**src/fsk_pkg.sv**
```systemverilog
package fsk_pkg;

  // ------------------------------------------------------------
  // Register indices (byte address is four times the index)
  // ------------------------------------------------------------
  localparam logic [7:0] FSK_IDX_CTRL = 8'h01;
  localparam logic [7:0] FSK_IDX_LIMITS = 8'h02;
  localparam logic [7:0] FSK_IDX_FLAGS1 = 8'h3e;
  localparam logic [7:0] FSK_IDX_FLAGS2 = 8'h3f;

  // ------------------------------------------------------------
  // Control register fields
  // ------------------------------------------------------------
  localparam int FSK_CTRL_MODE_LSB = 0;
  localparam int FSK_CTRL_CONT_BIT = 3;
  localparam int FSK_CTRL_CRC_BIT = 4;
  localparam int FSK_CTRL_KEEP_BIT = 5;
  localparam int FSK_CTRL_SUPPLY_LOW_FLAG_BIT = 6;

  // Limits register fields.
  localparam int FSK_LIM_QUEUE_LSB = 0;
  localparam int FSK_LIM_SIGNAL_LSB = 8;

  // ------------------------------------------------------------
  // Flag bit positions within the two flag registers
  // ------------------------------------------------------------
  localparam int FSK_F1_MODE = 7;
  localparam int FSK_F1_RX = 6;
  localparam int FSK_F1_TX = 5;
  localparam int FSK_F1_LOCK = 4;
  localparam int FSK_F1_RSSI = 3;
  localparam int FSK_F1_TIMEOUT = 2;
  localparam int FSK_F1_PREAMBLE = 1;
  localparam int FSK_F1_SYNC = 0;
  localparam int FSK_F2_FULL = 7;
  localparam int FSK_F2_EMPTY = 6;
  localparam int FSK_F2_LEVEL = 5;
  localparam int FSK_F2_OVERRUN = 4;
  localparam int FSK_F2_SENT = 3;
  localparam int FSK_F2_PAYLOAD = 2;
  localparam int FSK_F2_CHECK = 1;
  localparam int FSK_F2_SUPPLY = 0;

  // Sticky flag cell numbering.
  localparam int FSK_CELLS = 11;
  localparam int FSK_C_MODE = 0;
  localparam int FSK_C_RX = 1;
  localparam int FSK_C_TX = 2;
  localparam int FSK_C_RSSI = 3;
  localparam int FSK_C_TIMEOUT = 4;
  localparam int FSK_C_PREAMBLE = 5;
  localparam int FSK_C_SYNC = 6;
  localparam int FSK_C_OVERRUN = 7;
  localparam int FSK_C_SENT = 8;
  localparam int FSK_C_PAYLOAD = 9;
  localparam int FSK_C_CHECK = 10;
  localparam int FSK_C_SUPPLY = 11;

  // ------------------------------------------------------------
  // Queue figures and reset values
  // ------------------------------------------------------------
  localparam logic [6:0] FSK_QUEUE_DEPTH = 7'h42;
  localparam logic [6:0] FSK_QUEUE_LIMIT_RESET = 7'h0f;
  localparam logic [7:0] FSK_SIGNAL_LIMIT_RESET = 8'hff;

  // Operating modes, Gray coded along sleep, standby, synth, rx, tx.
  typedef enum logic [2:0] {
    FSK_MODE_SLEEP = 3'h0,
    FSK_MODE_STANDBY = 3'h1,
    FSK_MODE_SYNTH = 3'h3,
    FSK_MODE_RX = 3'h2,
    FSK_MODE_TX = 3'h6
  } fsk_mode_type;

  // Software configuration.
  typedef struct packed {
    logic supply_low_flag_en;
    logic keep_payload_on_check_fail;
    logic crc_en;
    logic continuous;
    fsk_mode_type mode;
  } fsk_config_type;

  // Events and levels from the modem datapaths.
  typedef struct packed {
    logic xo_running;
    logic pll_locked;
    logic rssi_sampling;
    logic rx_settled;
    logic pa_ramp_done;
    logic timeout;
    logic preamble_found;
    logic sync_addr_hit;
    logic queue_overrun;
    logic frame_done;
    logic last_byte;
    logic check_ok;
    logic battery_below;
  } fsk_events_type;

endpackage

```
**src/fsk_flag_cell.sv**
```systemverilog
`timescale 1ns/1ps

// Sticky flag: a set in the same cycle as a clear wins.
module fsk_flag_cell (
  // Clock and reset
  input wire logic clk_in,
  input wire logic reset_n_in,
  // Control
  input wire logic set_in,
  input wire logic clear_in,
  // Flag
  output logic flag_out
);

  logic next_flag;

  // Next value of the flag.
  always_comb begin
    next_flag = set_in | (flag_out & ~clear_in);
  end

  // Flag register.
  always_ff @(posedge clk_in or negedge reset_n_in) begin
    if (!reset_n_in) begin
      flag_out <= 1'b0;
    end else begin
      flag_out <= next_flag;
    end
  end

endmodule

```
**src/fsk_mode_track.sv**
```systemverilog
`timescale 1ns/1ps

// Remembers the last mode and pulses when the requested mode changes.
module fsk_mode_track
  import fsk_pkg::*;
(
  // Clock and reset
  input wire logic clk_in,
  input wire logic reset_n_in,
  // Requested mode
  input fsk_mode_type mode_in,
  // Change events, one cycle each
  output logic change_out,
  output logic left_rx_out,
  output logic left_tx_out
);

  fsk_mode_type prev_mode;
  fsk_mode_type next_prev_mode;

  // Next value of the remembered mode.
  always_comb begin
    next_prev_mode = mode_in;
  end

  // Mode history register.
  always_ff @(posedge clk_in or negedge reset_n_in) begin
    if (!reset_n_in) begin
      prev_mode <= FSK_MODE_SLEEP;
    end else begin
      prev_mode <= next_prev_mode;
    end
  end

  // Change decode against the previous mode.
  assign change_out = (mode_in != prev_mode);
  assign left_rx_out = change_out && (prev_mode == FSK_MODE_RX);
  assign left_tx_out = change_out && (prev_mode == FSK_MODE_TX);

endmodule

```
**src/fsk_irq_status_flags.sv**
```systemverilog
`timescale 1ns/1ps

module fsk_irq_status_flags
  import fsk_pkg::*;
(
  // Clock and reset
  input wire logic clk_in,
  input wire logic reset_n_in,
  // APB slave
  input wire logic psel_in,
  input wire logic penable_in,
  input wire logic pwrite_in,
  input wire logic [9:0] paddr_in,
  input wire logic [31:0] pwdata_in,
  output logic [31:0] prdata_out,
  output logic pready_out,
  output logic pslverr_out,
  // Modem datapath
  input fsk_events_type events_in,
  input wire logic [7:0] signal_strength_value_in,
  input wire logic [6:0] queue_count_in,
  // Configuration and status towards the modem
  output fsk_config_type config_out,
  output logic [6:0] queue_level_limit_out,
  output logic [7:0] signal_strength_limit_out,
  output logic queue_flush_out,
  // Flag registers
  output logic [7:0] flags_mode_out,
  output logic [7:0] flags_queue_out
);

  // ------------------------------------------------------------
  // Bus decode
  // ------------------------------------------------------------

  logic [7:0] bus_index;
  logic bus_aligned;
  logic bus_setup;
  logic bus_write;
  logic hit_ctrl;
  logic hit_limits;
  logic hit_flags1;
  logic hit_flags2;
  logic hit_any;

  assign bus_index = paddr_in[9:2];
  assign bus_aligned = (paddr_in[1:0] == 2'h0);
  assign bus_setup = psel_in && !penable_in;
  // A write takes effect only at the completing edge of the access.
  assign bus_write = psel_in && penable_in && pready_out && pwrite_in;

  // Register select by index.
  always_comb begin
    hit_ctrl = 1'b0;
    hit_limits = 1'b0;
    hit_flags1 = 1'b0;
    hit_flags2 = 1'b0;
    if (!bus_aligned) begin
      hit_ctrl = 1'b0;
    end else if (bus_index == FSK_IDX_CTRL) begin
      hit_ctrl = 1'b1;
    end else if (bus_index == FSK_IDX_LIMITS) begin
      hit_limits = 1'b1;
    end else if (bus_index == FSK_IDX_FLAGS1) begin
      hit_flags1 = 1'b1;
    end else if (bus_index == FSK_IDX_FLAGS2) begin
      hit_flags2 = 1'b1;
    end
  end

  assign hit_any = hit_ctrl | hit_limits | hit_flags1 | hit_flags2;

  // ------------------------------------------------------------
  // Bus answer: ready one cycle after setup, data and error registered
  // ------------------------------------------------------------

  logic next_pready;
  logic next_pslverr;
  logic [31:0] next_prdata;
  logic [31:0] read_word;

  // Read multiplexer; reading has no side effect.
  always_comb begin
    read_word = 32'h0;
    if (hit_ctrl) begin
      read_word[6:0] = config_out;
    end else if (hit_limits) begin
      read_word[FSK_LIM_QUEUE_LSB +: 7] = queue_level_limit_out;
      read_word[FSK_LIM_SIGNAL_LSB +: 8] = signal_strength_limit_out;
    end else if (hit_flags1) begin
      read_word[7:0] = flags_mode_out;
    end else if (hit_flags2) begin
      read_word[7:0] = flags_queue_out;
    end
  end

  // Answer computed in the setup cycle and shown in the access cycle.
  always_comb begin
    next_pready = bus_setup;
    next_pslverr = bus_setup && !hit_any;
    next_prdata = prdata_out;
    if (bus_setup && !pwrite_in) begin
      next_prdata = read_word;
    end
  end

  // Bus answer registers.
  always_ff @(posedge clk_in or negedge reset_n_in) begin
    if (!reset_n_in) begin
      pready_out <= 1'b0;
      pslverr_out <= 1'b0;
      prdata_out <= 32'h0;
    end else begin
      pready_out <= next_pready;
      pslverr_out <= next_pslverr;
      prdata_out <= next_prdata;
    end
  end

  // ------------------------------------------------------------
  // Configuration registers
  // ------------------------------------------------------------

  fsk_config_type next_config;
  logic [6:0] next_queue_limit;
  logic [7:0] next_signal_limit;
  logic [2:0] wr_mode;

  assign wr_mode = pwdata_in[FSK_CTRL_MODE_LSB +: 3];

  // Software writes; an unknown mode code leaves the mode unchanged.
  always_comb begin
    next_config = config_out;
    next_queue_limit = queue_level_limit_out;
    next_signal_limit = signal_strength_limit_out;
    if (bus_write && hit_ctrl) begin
      next_config.continuous = pwdata_in[FSK_CTRL_CONT_BIT];
      next_config.crc_en = pwdata_in[FSK_CTRL_CRC_BIT];
      next_config.keep_payload_on_check_fail = pwdata_in[FSK_CTRL_KEEP_BIT];
      next_config.supply_low_flag_en = pwdata_in[FSK_CTRL_SUPPLY_LOW_FLAG_BIT];
      case (wr_mode)
        FSK_MODE_SLEEP: next_config.mode = FSK_MODE_SLEEP;
        FSK_MODE_STANDBY: next_config.mode = FSK_MODE_STANDBY;
        FSK_MODE_SYNTH: next_config.mode = FSK_MODE_SYNTH;
        FSK_MODE_RX: next_config.mode = FSK_MODE_RX;
        FSK_MODE_TX: next_config.mode = FSK_MODE_TX;
        default: next_config.mode = config_out.mode;
      endcase
    end
    if (bus_write && hit_limits) begin
      next_queue_limit = pwdata_in[FSK_LIM_QUEUE_LSB +: 7];
      next_signal_limit = pwdata_in[FSK_LIM_SIGNAL_LSB +: 8];
    end
  end

  // Configuration storage.
  always_ff @(posedge clk_in or negedge reset_n_in) begin
    if (!reset_n_in) begin
      config_out <= '{supply_low_flag_en: 1'b0, keep_payload_on_check_fail: 1'b0,
                      crc_en: 1'b0, continuous: 1'b0, mode: FSK_MODE_SLEEP};
      queue_level_limit_out <= FSK_QUEUE_LIMIT_RESET;
      signal_strength_limit_out <= FSK_SIGNAL_LIMIT_RESET;
    end else begin
      config_out <= next_config;
      queue_level_limit_out <= next_queue_limit;
      signal_strength_limit_out <= next_signal_limit;
    end
  end

  // ------------------------------------------------------------
  // Mode history and queue emptying
  // ------------------------------------------------------------

  logic mode_change;
  logic left_rx;
  logic left_tx;
  logic in_rx;
  logic in_tx;
  logic w1c_mode;
  logic w1c_queue;
  logic queue_emptied;
  logic [6:0] prev_count;
  logic [6:0] next_prev_count;
  logic next_flush;

  fsk_mode_track u_mode_track (
    .clk_in(clk_in),
    .reset_n_in(reset_n_in),
    .mode_in(config_out.mode),
    .change_out(mode_change),
    .left_rx_out(left_rx),
    .left_tx_out(left_tx)
  );

  assign in_rx = (config_out.mode == FSK_MODE_RX);
  assign in_tx = (config_out.mode == FSK_MODE_TX);
  assign w1c_mode = bus_write && hit_flags1;
  assign w1c_queue = bus_write && hit_flags2;

  // The queue counts as emptied when its count drops to zero or on a flush.
  assign queue_emptied = ((prev_count != 7'h0) && (queue_count_in == 7'h0)) ||
                         queue_flush_out;

  // Writing one to the overrun flag flushes the queue for one cycle.
  always_comb begin
    next_prev_count = queue_count_in;
    next_flush = w1c_queue && pwdata_in[FSK_F2_OVERRUN];
  end

  // Queue history and flush strobe.
  always_ff @(posedge clk_in or negedge reset_n_in) begin
    if (!reset_n_in) begin
      prev_count <= 7'h0;
      queue_flush_out <= 1'b0;
    end else begin
      prev_count <= next_prev_count;
      queue_flush_out <= next_flush;
    end
  end

  // ------------------------------------------------------------
  // Sticky flag set and clear terms
  // ------------------------------------------------------------

  logic [FSK_CELLS:0] cell_set;
  logic [FSK_CELLS:0] cell_clear;
  logic [FSK_CELLS:0] cell_flag;
  logic mode_ready;
  logic payload_ok;

  // Readiness of the currently requested mode.
  always_comb begin
    case (config_out.mode)
      FSK_MODE_SLEEP: mode_ready = 1'b1;
      FSK_MODE_STANDBY: mode_ready = events_in.xo_running;
      FSK_MODE_SYNTH: mode_ready = events_in.pll_locked;
      FSK_MODE_RX: mode_ready = events_in.rssi_sampling;
      FSK_MODE_TX: mode_ready = events_in.pa_ramp_done;
      default: mode_ready = 1'b0;
    endcase
  end

  // The check gates the payload only with check on and retention off.
  assign payload_ok = !config_out.crc_en || config_out.keep_payload_on_check_fail ||
                      events_in.check_ok;

  // Set terms; a clear bit written as zero or to a read-only flag is ignored.
  always_comb begin
    cell_set = '0;
    cell_clear = '0;
    cell_set[FSK_C_MODE] = mode_ready;
    cell_clear[FSK_C_MODE] = mode_change;
    cell_set[FSK_C_RX] = in_rx && events_in.rx_settled;
    cell_clear[FSK_C_RX] = left_rx;
    cell_set[FSK_C_TX] = in_tx && events_in.pa_ramp_done;
    cell_clear[FSK_C_TX] = left_tx;
    cell_set[FSK_C_RSSI] = in_rx &&
                           (signal_strength_value_in > signal_strength_limit_out);
    cell_clear[FSK_C_RSSI] = left_rx || (w1c_mode && pwdata_in[FSK_F1_RSSI]);
    cell_set[FSK_C_TIMEOUT] = events_in.timeout;
    cell_clear[FSK_C_TIMEOUT] = left_rx || queue_emptied;
    cell_set[FSK_C_PREAMBLE] = events_in.preamble_found;
    cell_clear[FSK_C_PREAMBLE] = w1c_mode && pwdata_in[FSK_F1_PREAMBLE];
    cell_set[FSK_C_SYNC] = events_in.sync_addr_hit;
    cell_clear[FSK_C_SYNC] = left_rx || queue_emptied ||
                             (config_out.continuous && w1c_mode &&
                              pwdata_in[FSK_F1_SYNC]);
    cell_set[FSK_C_OVERRUN] = events_in.queue_overrun &&
                              (config_out.mode != FSK_MODE_SLEEP);
    cell_clear[FSK_C_OVERRUN] = w1c_queue && pwdata_in[FSK_F2_OVERRUN];
    cell_set[FSK_C_SENT] = in_tx && events_in.frame_done;
    cell_clear[FSK_C_SENT] = left_tx;
    cell_set[FSK_C_PAYLOAD] = in_rx && events_in.last_byte && payload_ok;
    cell_clear[FSK_C_PAYLOAD] = queue_emptied;
    cell_set[FSK_C_CHECK] = in_rx && events_in.check_ok;
    cell_clear[FSK_C_CHECK] = queue_emptied;
    cell_set[FSK_C_SUPPLY] = config_out.supply_low_flag_en && events_in.battery_below;
    cell_clear[FSK_C_SUPPLY] = w1c_queue && pwdata_in[FSK_F2_SUPPLY];
  end

  // One sticky cell per event flag.
  genvar g;
  generate
    for (g = 0; g <= FSK_CELLS; g++) begin : g_cell
      fsk_flag_cell u_cell (
        .clk_in(clk_in),
        .reset_n_in(reset_n_in),
        .set_in(cell_set[g]),
        .clear_in(cell_clear[g]),
        .flag_out(cell_flag[g])
      );
    end
  endgenerate

  // ------------------------------------------------------------
  // Level flags that follow their source
  // ------------------------------------------------------------

  logic lock_flag;
  logic full_flag;
  logic empty_flag;
  logic above_flag;
  logic next_lock;
  logic next_full;
  logic next_empty;
  logic next_above;

  // Level conditions sampled every cycle.
  always_comb begin
    next_lock = (config_out.mode == FSK_MODE_SYNTH || in_rx || in_tx) &&
                events_in.pll_locked;
    next_full = (queue_count_in == FSK_QUEUE_DEPTH);
    next_empty = (queue_count_in == 7'h0);
    next_above = (queue_count_in > queue_level_limit_out);
  end

  // Level flag registers; the queue starts empty.
  always_ff @(posedge clk_in or negedge reset_n_in) begin
    if (!reset_n_in) begin
      lock_flag <= 1'b0;
      full_flag <= 1'b0;
      empty_flag <= 1'b1;
      above_flag <= 1'b0;
    end else begin
      lock_flag <= next_lock;
      full_flag <= next_full;
      empty_flag <= next_empty;
      above_flag <= next_above;
    end
  end

  // ------------------------------------------------------------
  // Flag register assembly, all bits straight from flip-flops
  // ------------------------------------------------------------

  always_comb begin
    flags_mode_out = 8'h0;
    flags_mode_out[FSK_F1_MODE] = cell_flag[FSK_C_MODE];
    flags_mode_out[FSK_F1_RX] = cell_flag[FSK_C_RX];
    flags_mode_out[FSK_F1_TX] = cell_flag[FSK_C_TX];
    flags_mode_out[FSK_F1_LOCK] = lock_flag;
    flags_mode_out[FSK_F1_RSSI] = cell_flag[FSK_C_RSSI];
    flags_mode_out[FSK_F1_TIMEOUT] = cell_flag[FSK_C_TIMEOUT];
    flags_mode_out[FSK_F1_PREAMBLE] = cell_flag[FSK_C_PREAMBLE];
    flags_mode_out[FSK_F1_SYNC] = cell_flag[FSK_C_SYNC];
    flags_queue_out = 8'h0;
    flags_queue_out[FSK_F2_FULL] = full_flag;
    flags_queue_out[FSK_F2_EMPTY] = empty_flag;
    flags_queue_out[FSK_F2_LEVEL] = above_flag;
    flags_queue_out[FSK_F2_OVERRUN] = cell_flag[FSK_C_OVERRUN];
    flags_queue_out[FSK_F2_SENT] = cell_flag[FSK_C_SENT];
    flags_queue_out[FSK_F2_PAYLOAD] = cell_flag[FSK_C_PAYLOAD];
    flags_queue_out[FSK_F2_CHECK] = cell_flag[FSK_C_CHECK];
    flags_queue_out[FSK_F2_SUPPLY] = cell_flag[FSK_C_SUPPLY];
  end

endmodule

```
**config.mk**
```make
export PLATFORM = sky130hd
export DESIGN_NAME = fsk_irq_status_flags
export DESIGN_NICKNAME = d
export VERILOG_FILES = /design/src/fsk_pkg.sv /design/src/fsk_flag_cell.sv /design/src/fsk_mode_track.sv /design/src/fsk_irq_status_flags.sv
export SDC_FILE = /design/constraint.sdc
export NUM_CORES = 1
export LEC_CHECK = 0
export ABC_AREA = 1
export BUFFER_PORTS_ARGS = -buffer_cell sky130_fd_sc_hd__buf_2
export CAP_MARGIN = 20
export CORE_ASPECT_RATIO = 0.75
export CORE_MARGIN = 4
export CORE_UTILIZATION = 35
export CTS_CLUSTER_SIZE = 24
export DETAILED_ROUTE_END_ITERATION = 7
export PLACE_DENSITY = 0.62
export RECOVER_POWER = 100
export SYNTH_ARGS = -nofsm -noshare
export SYNTH_HDL_FRONTEND = slang
export SYNTH_SLANG_ARGS = --single-unit
```
**constraint.sdc**
```tcl
create_clock -name clk_in -period 2.3 [get_ports clk_in]
set_input_delay 0.115 -clock clk_in [delete_from_list [all_inputs] [get_ports clk_in]]
set_output_delay 0.115 -clock clk_in [all_outputs]
set_load 0.05 [all_outputs]
```
# --- After elaboration in Yosys (flattened, before gate mapping) ---
# Index checks and enable logic that the tools add are counted.
word_totals:
  reg_bits: 67
  ram_bits: 0
  latchBits: 0
  input_bits: 75
  out_inout_bits: 73
  rom_bits: 0
  mem_count: 0
classes:
  n_reduce_logical: 49
  div_mod_pow: 0
  n_mul: 0
  muxes: 23
  magnitude_cmp: 2
  bitwise_logic: 37
  n_shift: 0
  n_eq_ne: 16
  n_addsub: 0
op_table:
  columns: ["operator", "count"]
  rows:
  - ["$logic_and A1 B1 Y1", 29]
  - ["$mux W8", 3]
  - ["$eq A8 B6 Y1 const B", 2]
  - ["$eq A3 B2 Y1 const B", 5]
  - ["$mux W1", 15]
  - ["$or A1 B1 Y1", 15]
  - ["$pmux W3 S5", 1]
  - ["$mux W7", 2]
  - ["$and A1 B1 Y1", 12]
  - ["$not A1 Y1", 10]
  - ["$eq A3 B3 Y1 const B", 3]
  - ["$mux W9", 1]
  - ["$eq A8 B1 Y1 const B", 1]
  - ["$eq A8 B2 Y1 const B", 1]
  - ["$gt A8 B8 Y1", 1]
  - ["$logic_or A1 B1 Y1", 8]
  - ["$eq A7 B7 Y1 const B", 1]
  - ["$gt A7 B7 Y1", 1]
  - ["$logic_not A7 Y1", 1]
  - ["$reduce_bool A7 Y1", 1]
  - ["$eq A3 B1 Y1 const B", 2]
  - ["$logic_not A3 Y1", 2]
  - ["$pmux W1 S5", 1]
  - ["$reduce_bool A5 Y1", 1]
  - ["other kinds (5)", 8]

# --- Logic depth before layout (Yosys ltp) ---
# Gate-level depths: netlist (run 1).
depth:
  word_depth: 12
  depth_mapped: 10
  depth_no_buf: 10

# --- By module ---
# From an unflattened synthesis (run 1), not the netlist that was laid out.
hier_totals:
  hier_cells: 471
  hier_area_um2: 3803.6
by_module_without_submodules:
  columns: ["mod", "cells_per_inst", "n_inst", "area_each_um2"]
  rows:
  - ["fsk_irq_status_flags", 390, 1, 3160.5]
  - ["fsk_flag_cell", 5, 12, 40.0]
  - ["fsk_mode_track", 21, 1, 162.7]

# --- Least setup slack after synthesis (run 1) ---
# No wires, ideal clock.
synth_timing:
  kind: "reg-to-reg"
  start: "reg signal_strength_limit_out[1]"
  end: "reg g_cell[3].u_cell.flag_out"
  slack_ns: 0.711
  arrival_time_ns: 1.524
  path_stages_with_launch: 11
  setup_time_ns: 0.065
  path_cell_list: "dfstp_2 > inv_1 > ha_1 > inv_1 > nor2_1 > nor2_1 > o21ai_0 > nand2_1 > nand3_1 > nand2_1 > nand2_1"
synth_between:
  elab_chain_len: 3
synth_lines:
  columns: ["item", "line_no", "rtl"]
  rows:
  - ["from (decl)", "fsk_irq_status_flags.sv:25", "output logic [7:0] signal_strength_limit_out,"]
  - ["from (signal assigned)", "fsk_irq_status_flags.sv:166", "signal_strength_limit_out <= next_signal_limit;"]
  - ["$gt A8 B8 Y1", "fsk_irq_status_flags.sv:258", "(signal_strength_value_in > signal_strength_limit_out);"]
  - ["$logic_and A1 B1 Y1", "fsk_irq_status_flags.sv:257", "cell_set[FSK_C_RSSI] = in_rx &&"]
  - ["$or A1 B1 Y1", "fsk_flag_cell.sv:19", "next_flag = set_in | (flag_out & ~clear_in);"]
  - ["via g_cell[3].u_cell.next_flag", "fsk_flag_cell.sv:15", "logic next_flag;"]
  - ["to (signal assigned)", "fsk_flag_cell.sv:27", "flag_out <= next_flag;"]
  - ["to (decl)", "fsk_flag_cell.sv:12", "output logic flag_out"]
# The timed path passes the listed nets, and every way through them passes these cells.
# A chain may end at the register's enable or synchronous reset.

# --- Worst setup path after layout (run 1) ---
layout_timing:
  start: "in paddr_in[1]"
  end: "reg g_cell[11].u_cell.flag_out"
layout_between:
  elab_chain_len: 7
layout_lines:
  columns: ["item", "line_no", "rtl"]
  rows:
  - ["from (decl)", "fsk_irq_status_flags.sv:13", "input wire logic [9:0] paddr_in,"]
  - ["$logic_not A2 Y1", "fsk_irq_status_flags.sv:47", "assign bus_aligned = (paddr_in[1:0] == 2'h0);"]
  - ["$mux W1", "fsk_irq_status_flags.sv:58", "if (!bus_aligned) begin"]
  - ["$logic_and A1 B1 Y1", "fsk_irq_status_flags.sv:198", "assign w1c_queue = bus_write && hit_flags2;"]
  - ["$logic_and A1 B1 Y1", "fsk_irq_status_flags.sv:278", "cell_clear[FSK_C_SUPPLY] = w1c_queue && pwdata_in[FSK_F2_SUPPLY];"]
  - ["$not A1 Y1", "fsk_flag_cell.sv:19", null]
  - ["$and A1 B1 Y1", "fsk_flag_cell.sv:19", null]
  - ["$or A1 B1 Y1", "fsk_flag_cell.sv:19", null]
  - ["via g_cell[11].u_cell.next_flag", "fsk_flag_cell.sv:15", null]
  - ["to (signal assigned)", "fsk_flag_cell.sv:27", null]
  - ["to (decl)", "fsk_flag_cell.sv:12", null]
# The timed path passes the listed nets, and every way through them passes these cells.

==> results.cfg, run 1 <==
[synth]
ys_async_sr_fraction = 1.00
ys.flop_type = dfrtp_1
synth_top_area_share = 0.365
synth_top_area_cell = dfrtp_1
postSynthCellCount = 456
avgSynthCellArea_sq_um = 8.11
synth-edff-count = 0
ys_seq_elements = 67
synthTopCellsByArea = dfrtp_1 37%, nand2_1 13%, dfstp_2 9.2%
yosysMostFrequentCell = nand2_1
synth_common_cells = 125 x nand2_1, 56 x inv_1, 54 x dfrtp_1
syn_area_sq_um = 3700
seq_area_frac_synth = 0.458
yosysWarnings = 0
synth.distinct_cells = 35

[placement]
numPortBuffers = 114
globalplace.congestion = 0.838
hpwl_mm = 7.90
place_inst = 684

[sta]
tightestPinTransition_ps = 993
relSlewSlack = 0.336
setup_tns_ps = 0
fin_skew_ps = 5.39
drv_slew = 0
final_hold_viol_count = 0
grt_setup_unrepaired = false
period_share = 0.779
fin_crit_ps = 1790
setup_viol = 0
fmax_ghz = 0.558

[pwr]
total_power_mw = 2.98
p_leak_nw = 2.41
p_sw_mw = 0.691
pwr-share-clk = 0.504
vdd_ir_drop_max_v = 0.000318
p_seq_frac = 0.403
swShare = 0.232
p_per_area_nw_per_um2 = 635
p_int_mw = 2.29
pwr-share-comb = 0.094

[status]
status = completed

[global_route]
grtUsageMet2 = 0.274
top_usage_layer = met2
grt_use_total = 0.174
met3_usage = 0.0591
grt_pass1_vias = 3306
grt_pass1_wl_mm = 16.8
use_met1 = 0.227
grt-ovfl-total = 0
grt_max_degree = 68
antenna_found_initial = 2

[setup_path]
critical_path.max_fanout = 13
path_cells = buf_2 -> nor2_1 -> nand3_1 -> nor3_1 -> nand2_1 -> o21ai_0 -> nand2_1
crit_arrival_ps = 2010
cpPeakStageDelay_ps = 750
worstPathRequired_ps = 2520
path_common_cell = nand2_1
worstSetupEndpointType = flip-flop
cp_slowest_cell = nor2_1
cp_top_family = simple AND/OR/NAND/NOR gates
cp-start-kind = input port
crit_buf_inv = 1
criticalPathCategory = in -> reg

[floorplan]
die_w_microns = 127
core_area_sq_um = 10300
placementRows = 32
die_area_sq_um = 12300
start_util = 0.359
chipHeight_microns = 97.0
io_pins = 148

[clock_network]
cts_sinks = 67
path_clk_slew_ps = 60
h-tree-depth = 3
clockBufferDepth = 2
tritoncts = built
insertion_delay_ps = 330
numCtsBuffers = 9
ctsResizeCount = 0
clock-root-buffer = clkbuf_16

[finish]
synthToLayoutAreaGrowth_pct = 26.8
antenna_cells = 0
post-route-util = 0.456
fillerInstances = 1070
drive_above_1_share = 0.153
final_nets = 673
fin_cells = 724

[route]
drt_iter0_markers = 213
detail_route.wirelength_mm = 10.4
final_antenna_net_count = 0
drc = 0
vias = 3323
drtPass1Iterations = 4
wl_per_cell_microns = 14.3
vias_per_cell = 4.59

[hold_path]
holdCritPathClass = in -> reg

[run]
cap_violations = 0
[through the flow]
| step | area [sq um] | worst slack, ps | hold slack (ps) |
|---|---|---|---|
| 6_report | 4690 | 509 | 13.8 |
| 5_1_grt | 4690 | 347 | 12.4 |
| 4_1_cts | 4810 | 780 | 0.130 |
| 3_5_place_dp | 4240 | 743 | 158 |
| 3_3_place_gp | 4240 | 765 | 160 |
| 2_1_floorplan | 3750 | 711 | -181 |
[path summary, 6_finish.rpt]
path,startpoint,end,slack (ps),cells after the start
min in group asynchronous,reset_n_in,prdata_out[9],360,3
max in group asynchronous,reset_n_in,empty_flag,1590,3
max,paddr_in[1],g_cell[11].u_cell.flag_out,510,7
max reg2reg,queue_level_limit_out[2],above_flag,750,6
min reg2reg,prdata_out[2],prdata_out[2],480,2
min,events_in[1],g_cell[10].u_cell.flag_out,10,3
[kinds of logic after synthesis]
family                     count (synthesis)  synth area share
xor gates and xnor gates                   1           0.00237
adders and majority gates                 15            0.0508
and+or+nand+nor                          221             0.267
AOI/OAI and AO/OA                         52            0.0819
other                                      1           0.00101
DFF                                       67             0.458
buffers and inverters                     99             0.139
[worst min-delay path, cell delays in order]
cell	delay, ps
buf_2	90
nand2_1	50
nand2_1	50
[power groups by stage]
stage               Sequential, mW  Combinational, mW  Clock (mW)
detailed placement            1.22              0.256           0
global placement              1.22              0.251           0
global route                  1.20              0.312        1.59
finish                        1.20              0.279        1.50
floorplan                     1.23              0.155           0
CTS                           1.20              0.288        1.53
[cells in the final DEF, fill, tap and decap left out, types with 15 or more instances in the layout]
cell and instances:
conb_1 16, ha_1 15, o21ai_0 26, nand3_1 27, nand2_1 125, dlygate4sd3_1 24
buf_2 49, inv_1 56, nor2_1 44, dfrtp_1 54, clkbuf_1 66
[routing by layer]
layer	share of wire	up-vias
li1	-	1668
met1	0.44	1529
met4	0.010	4
met5	0.0020	-
met3	0.088	15
met2	0.46	107
[layout make-up]
| class | instances | area, sq um | area share |
|---|---|---|---|
| flip-flops and latches | 67 | 1690 | 0.361 |
| multi-input cells | 305 | 1510 | 0.322 |
| repair buffers | 141 | 764 | 0.163 |
| clock buffers | 12 | 256 | 0.0547 |
| inverters | 59 | 221 | 0.0472 |
| well taps | 136 | 170 | 0.0363 |
| clock inverters | 4 | 72.6 | 0.0155 |
[registers in the layout, summed over array words and instances (netlist names)]
signal                     count
signal_strength_limit_out      8
lock_flag                      1
queue_flush_out                1
config_out                     7
queue_level_limit_out          7
full_flag                      1
prdata_out                    16
pslverr_out                    1
pready_out                     1
above_flag                     1
g_cell.u_cell.flag_out        12
prev_count                     7
u_mode_track.prev_mode         3
empty_flag                     1
[repair_timing]
| item | 4_1_cts | 5_1_grt |
|---|---|---|
| setup buffers | 0 | 0 |
| hold endpoints to repair | 78 | 0 |
| hold buffers | 24 | 0 |
Note: power is estimated with default switching activity, not from simulation.
==> run 2, diff against run 1 <==
- ABC_AREA: 1 -> 0
- PLACE_DENSITY: 0.62 -> 0.65
- clock period: 2.3 -> 1.45 ns (I/O delays scaled with it)
==> results.cfg, run 2 <==
[floorplan]
placementRows = 31
die_w_microns = 124
start_util = 0.361
chipHeight_microns = 94.8
io_pins = 148
core_area_sq_um = 9740
die_area_sq_um = 11700

[clock_network]
clock-root-buffer = clkbuf_16
clockBufferDepth = 2
numCtsBuffers = 9
h-tree-depth = 3
cts_sinks = 67
tritoncts = built
path_clk_slew_ps = 50
insertion_delay_ps = 330

[finish]
post-route-util = 0.505
top_regs = prdata_out (16), g_cell.u_cell.flag_out (12), signal_strength_limit_out (8)
final_nets = 559
antenna_cells = 0
layout_commonest_cell = buf_2
design_area_sq_um = 4910
synthToLayoutAreaGrowth_pct = 39.9
top_register = prdata_out
fillerInstances = 908
largest_reg_flops = 16
final_cell_mix = 53 x buf_2, 49 x dfrtp_1, 45 x clkbuf_1, 27 x dlygate4sd3_1, 27 x buf_4
drive_above_1_share = 0.392
fin_cells = 606

[setup_path]
cpPeakStageDelay_ps = 530
path_common_cell = o211ai_1
crit_arrival_ps = 1710
criticalPathCategory = reg -> reg
cp_slowest_cell = dfstp_2
r2r_cells = 5
cp.depth = 5
crit_buf_inv = 1
path_cells = inv_1 -> ha_1 -> nand4_1 -> o211ai_1 -> o211ai_1
cp_top_family = flip-flops
critical_path.max_fanout = 3
worstSetupEndpointType = flip-flop
cp-start-kind = flip-flop
worstPathRequired_ps = 1640

[placement]
globalplace.congestion = 0.803
hpwl_mm = 7.68
numPortBuffers = 114
place_ws_ps = -280
place_inst = 561
dpl-instance-area_sq_um = 4340

[sta]
relSlewSlack = 0.379
fin_crit_ps = 1520
period_share = 1.05
drv_slew = 0
final_hold_viol_count = 0
setup_viol = 6
fin_ws_ps = -68.7
fmax_ghz = 0.658
fin_skew_ps = 5.56
whs_ps = 22.2
tightestPinTransition_ps = 932
setup_tns_ps = -131
grt_setup_unrepaired = true

[synth]
synth-compound-area-share = 0.130
synth_common_cells = 54 x dfrtp_1, 33 x buf_4, 20 x inv_1, 20 x nand2_1, 18 x a21oi_1
synth_fa_ha_area_frac = 0.0534
synth-edff-count = 0
synth_top_area_cell = dfrtp_1
ys_seq_elements = 67
synth-xor-area-share = 0.00748
syn_area_sq_um = 3510
yosysMostFrequentCell = dfrtp_1
yosysWarnings = 0
ys.flop_type = dfrtp_1
synth_top_area_share = 0.385
synthTopCellsByArea = dfrtp_1 38%, dfstp_2 9.7%, buf_4 7.1%
postSynthCellCount = 306
avgSynthCellArea_sq_um = 11.5
synth.distinct_cells = 51
ys_async_sr_fraction = 1.00
synthSimpleGateAreaFrac = 0.123
seq_area_frac_synth = 0.482
muxShareOfSynthArea = 0.0972
synth_top_family_by_area = compound AO/OA/AOI/OAI gates

[pwr]
p_sw_mw = 1.09
total_power_mw = 4.54
vdd_ir_drop_max_v = 0.000541
p_int_mw = 3.45
pwr-share-clk = 0.474
pwr-share-comb = 0.106
p_leak_nw = 2.26
swShare = 0.240
p_seq_frac = 0.419
p_per_area_nw_per_um2 = 924

[route]
vias_per_cell = 4.84
wl_per_cell_microns = 17.1
drtPass1Iterations = 6
detail_route.wirelength_mm = 10.3
drt_iter0_markers = 101
vias = 2931
final_antenna_net_count = 0
drc = 0

[global_route]
grt_use_total = 0.182
grt_pass1_wl_mm = 16.2
grt-ovfl-total = 0
grt_pass1_vias = 3027
antenna_found_initial = 0
grt_max_degree = 68

[run]
cap_violations = 0

[hold_path]
hold_depth = 2
holdCritPathClass = in -> reg

[status]
status = finished, violations left
violations = negative setup slack
-- run 2: metal layers --
metal / vias to the layer above / GRT usage / wire (microns)
li1: 1399 / - / -
met1: 1427 / 0.242 / 4480
met2: 94 / 0.299 / 4990
met3: 11 / 0.0479 / 721
met4: 0 / 0.0424 / 161
met5: - / 0 / 0
-- run 2: cell type report --
class	instances	area, sq um	share of cell area
flip-flops and latches	67	1700	0.346
inverters	20	75.1	0.0153
repair buffers	178	1060	0.216
well taps	132	165	0.0336
clock buffers	12	246	0.0502
multi-input cells	193	1620	0.329
clock inverters	4	50.0	0.0102
-- run 2: worst register-to-register path, stage by stage (launching register included) --
cell and delay (ps):
dfstp_2 530, inv_1 40, ha_1 320, nand4_1 140
o211ai_1 230, o211ai_1 130
-- run 2: worst paths after layout --
kind,slack (ps),endpoint,startpoint
setup / recovery,-70,g_cell[3].u_cell.flag_out,signal_strength_limit_out[7]
hold / removal,20,config_out[6],pwdata_in[6]
setup reg to reg,-70,g_cell[3].u_cell.flag_out,signal_strength_limit_out[7]
hold reg to reg,480,prdata_out[7],prdata_out[7]
max in group asynchronous,260,config_out[0],reset_n_in
min in group asynchronous,520,prdata_out[9],reset_n_in
-- run 2: logic make-up (layout without fill, tap and decap cells) --
group,count (synthesis),after routing
adders and majority gates,15,15
DFF,67,67
muxes,28,28
buffers and inverters,61,214
xor gates and xnor gates,3,3
AOI/OAI and AO/OA,66,66
and+or+nand+nor,65,65
other,1,16
-- run 2: timing repair --
action,4_1_cts,5_1_grt
hold buffers,28,0
gates resized for setup,5,12
buffers inserted,0,2
hold endpoints to repair,82,0
gates cloned,0,0
setup endpoints to repair,19,24
pin swaps,3,8
-- run 2: power groups by stage --
stage          logic [mW]  registers, mW  clock network [mW]
2_1_floorplan       0.249           1.95                   0
3_5_place_dp        0.425           1.93                   0
4_1_cts             0.490           1.90                2.20
5_1_grt             0.526           1.90                2.27
6_report            0.483           1.90                2.15
3_3_place_gp        0.415           1.93                   0
==> run 3, diff against run 2 <==
- CORE_UTILIZATION: 35 -> 43
- PLACE_DENSITY: 0.65 -> 0.76
==> results.cfg, run 3 (synthesis results as in run 2) <==
[route]
vias_per_cell = 5.15
final_antenna_net_count = 0
drc = 0
vias = 3035
drt_iter0_markers = 188
drtPass1Iterations = 5
wl_per_cell_microns = 17.6
detail_route.wirelength_mm = 10.4

[setup_path]
cp_top_family = flip-flops
crit_arrival_ps = 1710
crit_buf_inv = 1
path_cells = inv_1 -> ha_4 -> nand4_1 -> o211ai_1 -> o211ai_1
worstPathRequired_ps = 1660
path_common_cell = o211ai_1
worstSetupEndpointType = flip-flop
criticalPathCategory = reg -> reg
cp-start-kind = flip-flop
cp_slowest_cell = dfstp_2
critical_path.max_fanout = 2
cpPeakStageDelay_ps = 540

[placement]
place_inst = 536
place_ws_ps = -273
hpwl_mm = 7.43
dpl-instance-area_sq_um = 4320
numPortBuffers = 114
globalplace.congestion = 0.825

[sta]
fin_crit_ps = 1500
period_share = 1.03
drv_slew = 0
fin_skew_ps = 11.2
grt_setup_unrepaired = true
fmax_ghz = 0.668
fin_ws_ps = -47.5
relSlewSlack = 0.393
final_hold_viol_count = 0
setup_viol = 10
tightestPinTransition_ps = 911
whs_ps = 27.3

[status]
violations = negative setup slack
status = finished, violations left

[floorplan]
chipHeight_microns = 86.3
io_pins = 148
start_util = 0.444
die_area_sq_um = 9700
core_area_sq_um = 7920
placementRows = 28
die_w_microns = 112

[clock_network]
path_clk_slew_ps = 80
tritoncts = built
cts_sinks = 67
h-tree-depth = 3
clock-root-buffer = clkbuf_8
numCtsBuffers = 9
clockBufferDepth = 2
insertion_delay_ps = 350

[global_route]
grt-ovfl-total = 0
grt_use_total = 0.216
antenna_found_initial = 0
grt_pass1_vias = 3226
grt_pass1_wl_mm = 16.5
grt_max_degree = 68

[finish]
top_regs = prdata_out (16), g_cell.u_cell.flag_out (12), signal_strength_limit_out (8)
fillerInstances = 658
layout_commonest_cell = buf_2
antenna_cells = 0
post-route-util = 0.626
design_area_sq_um = 4950
final_cell_mix = 96 x buf_2, 49 x dfrtp_1, 34 x buf_4, 33 x dlygate4sd3_1, 21 x clkbuf_1
fin_cells = 589
largest_reg_flops = 16
final_nets = 569
top_register = prdata_out
drive_above_1_share = 0.452
synthToLayoutAreaGrowth_pct = 41.0

[run]
cap_violations = 0

[pwr]
p_per_area_nw_per_um2 = 803
vdd_ir_drop_max_v = 0.000413
p_leak_nw = 2.38

[hold_path]
holdCritPathClass = in -> reg
==> run 3: cell types whose count changed in the layout (fill, tap and decap cells not counted), moves of 2 or more <==
cell	previous run	this run
dlygate4sd3_1	27	33
buf_2	53	96
a21oi_1	16	14
a21oi_2	2	4
clkbuf_2	25	0
clkbuf_16	9	0
clkbuf_8	1	10
clkbuf_1	45	21
buf_4	27	34
clkinv_2	1	3
ha_1	8	6
==> run 3: final timing paths <==
| kind | slack (ps) | end | start | depth (start not counted) |
|---|---|---|---|---|
| worst min-delay path | 30 | full_flag | queue_count_in[3] | 3 |
| max in group asynchronous | 310 | config_out[4] | reset_n_in | 3 |
| min in group asynchronous | 510 | prdata_out[12] | reset_n_in | 3 |
| worst max register to register | -50 | g_cell[3].u_cell.flag_out | signal_strength_limit_out[5] | 5 |
| worst max-delay path | -50 | g_cell[3].u_cell.flag_out | signal_strength_limit_out[5] | 5 |
| worst min register to register | 490 | prdata_out[7] | prdata_out[7] | 2 |
==> run 3: what timing repair did <==
item                                    CTS  global route
hold buffers                             34             0
buffers inserted                          1             2
endpoints found under the setup margin   14            25
hold endpoints to repair                 90             0
resized for setup                         6            14
pin swaps                                 4             5
==> run 3: metal layers <==
| metal | GRT usage | part of all wire |
|---|---|---|
| met1 | 0.285 | 0.42 |
| met2 | 0.346 | 0.49 |
| met3 | 0.0523 | 0.081 |
| met4 | 0.0906 | 0.017 |
| met5 | 0 | 0 |
==> run 3: final cells by class <==
| type | instances | area [sq um] | share of cell area |
|---|---|---|---|
| inverter | 20 | 75.1 | 0.0152 |
| clock buffer | 11 | 141 | 0.0285 |
| timing repair buffer | 188 | 1210 | 0.243 |
| sequential | 67 | 1700 | 0.343 |
| tap | 105 | 131 | 0.0265 |
| multi-input combinational | 193 | 1650 | 0.333 |
| clock inverter | 5 | 52.6 | 0.0106 |
==> run 3: metrics by stage <==
step	TNS (ps)	total power, mW
4_1_cts	-71.7	3.99
3_3_place_gp	-4310	2.34
6_report	-118	3.98
5_1_grt	-1750	4.12
3_5_place_dp	-5220	2.36
2_1_floorplan	-3840	2.20
==> run 3: power breakdown <==
part / total [mW] / switching, mW / leakage, nW / internal (mW)
registers: 1.90 / 0.00969 / 0.828 / 1.89
logic: 0.515 / 0.311 / 1.45 / 0.204
clock network: 1.56 / 0.729 / 0.0991 / 0.833
==> run 3: tightest hold or removal path: stages <==
cell and delay [ps]:
buf_2 80, or4_1 120, nor3_1 60
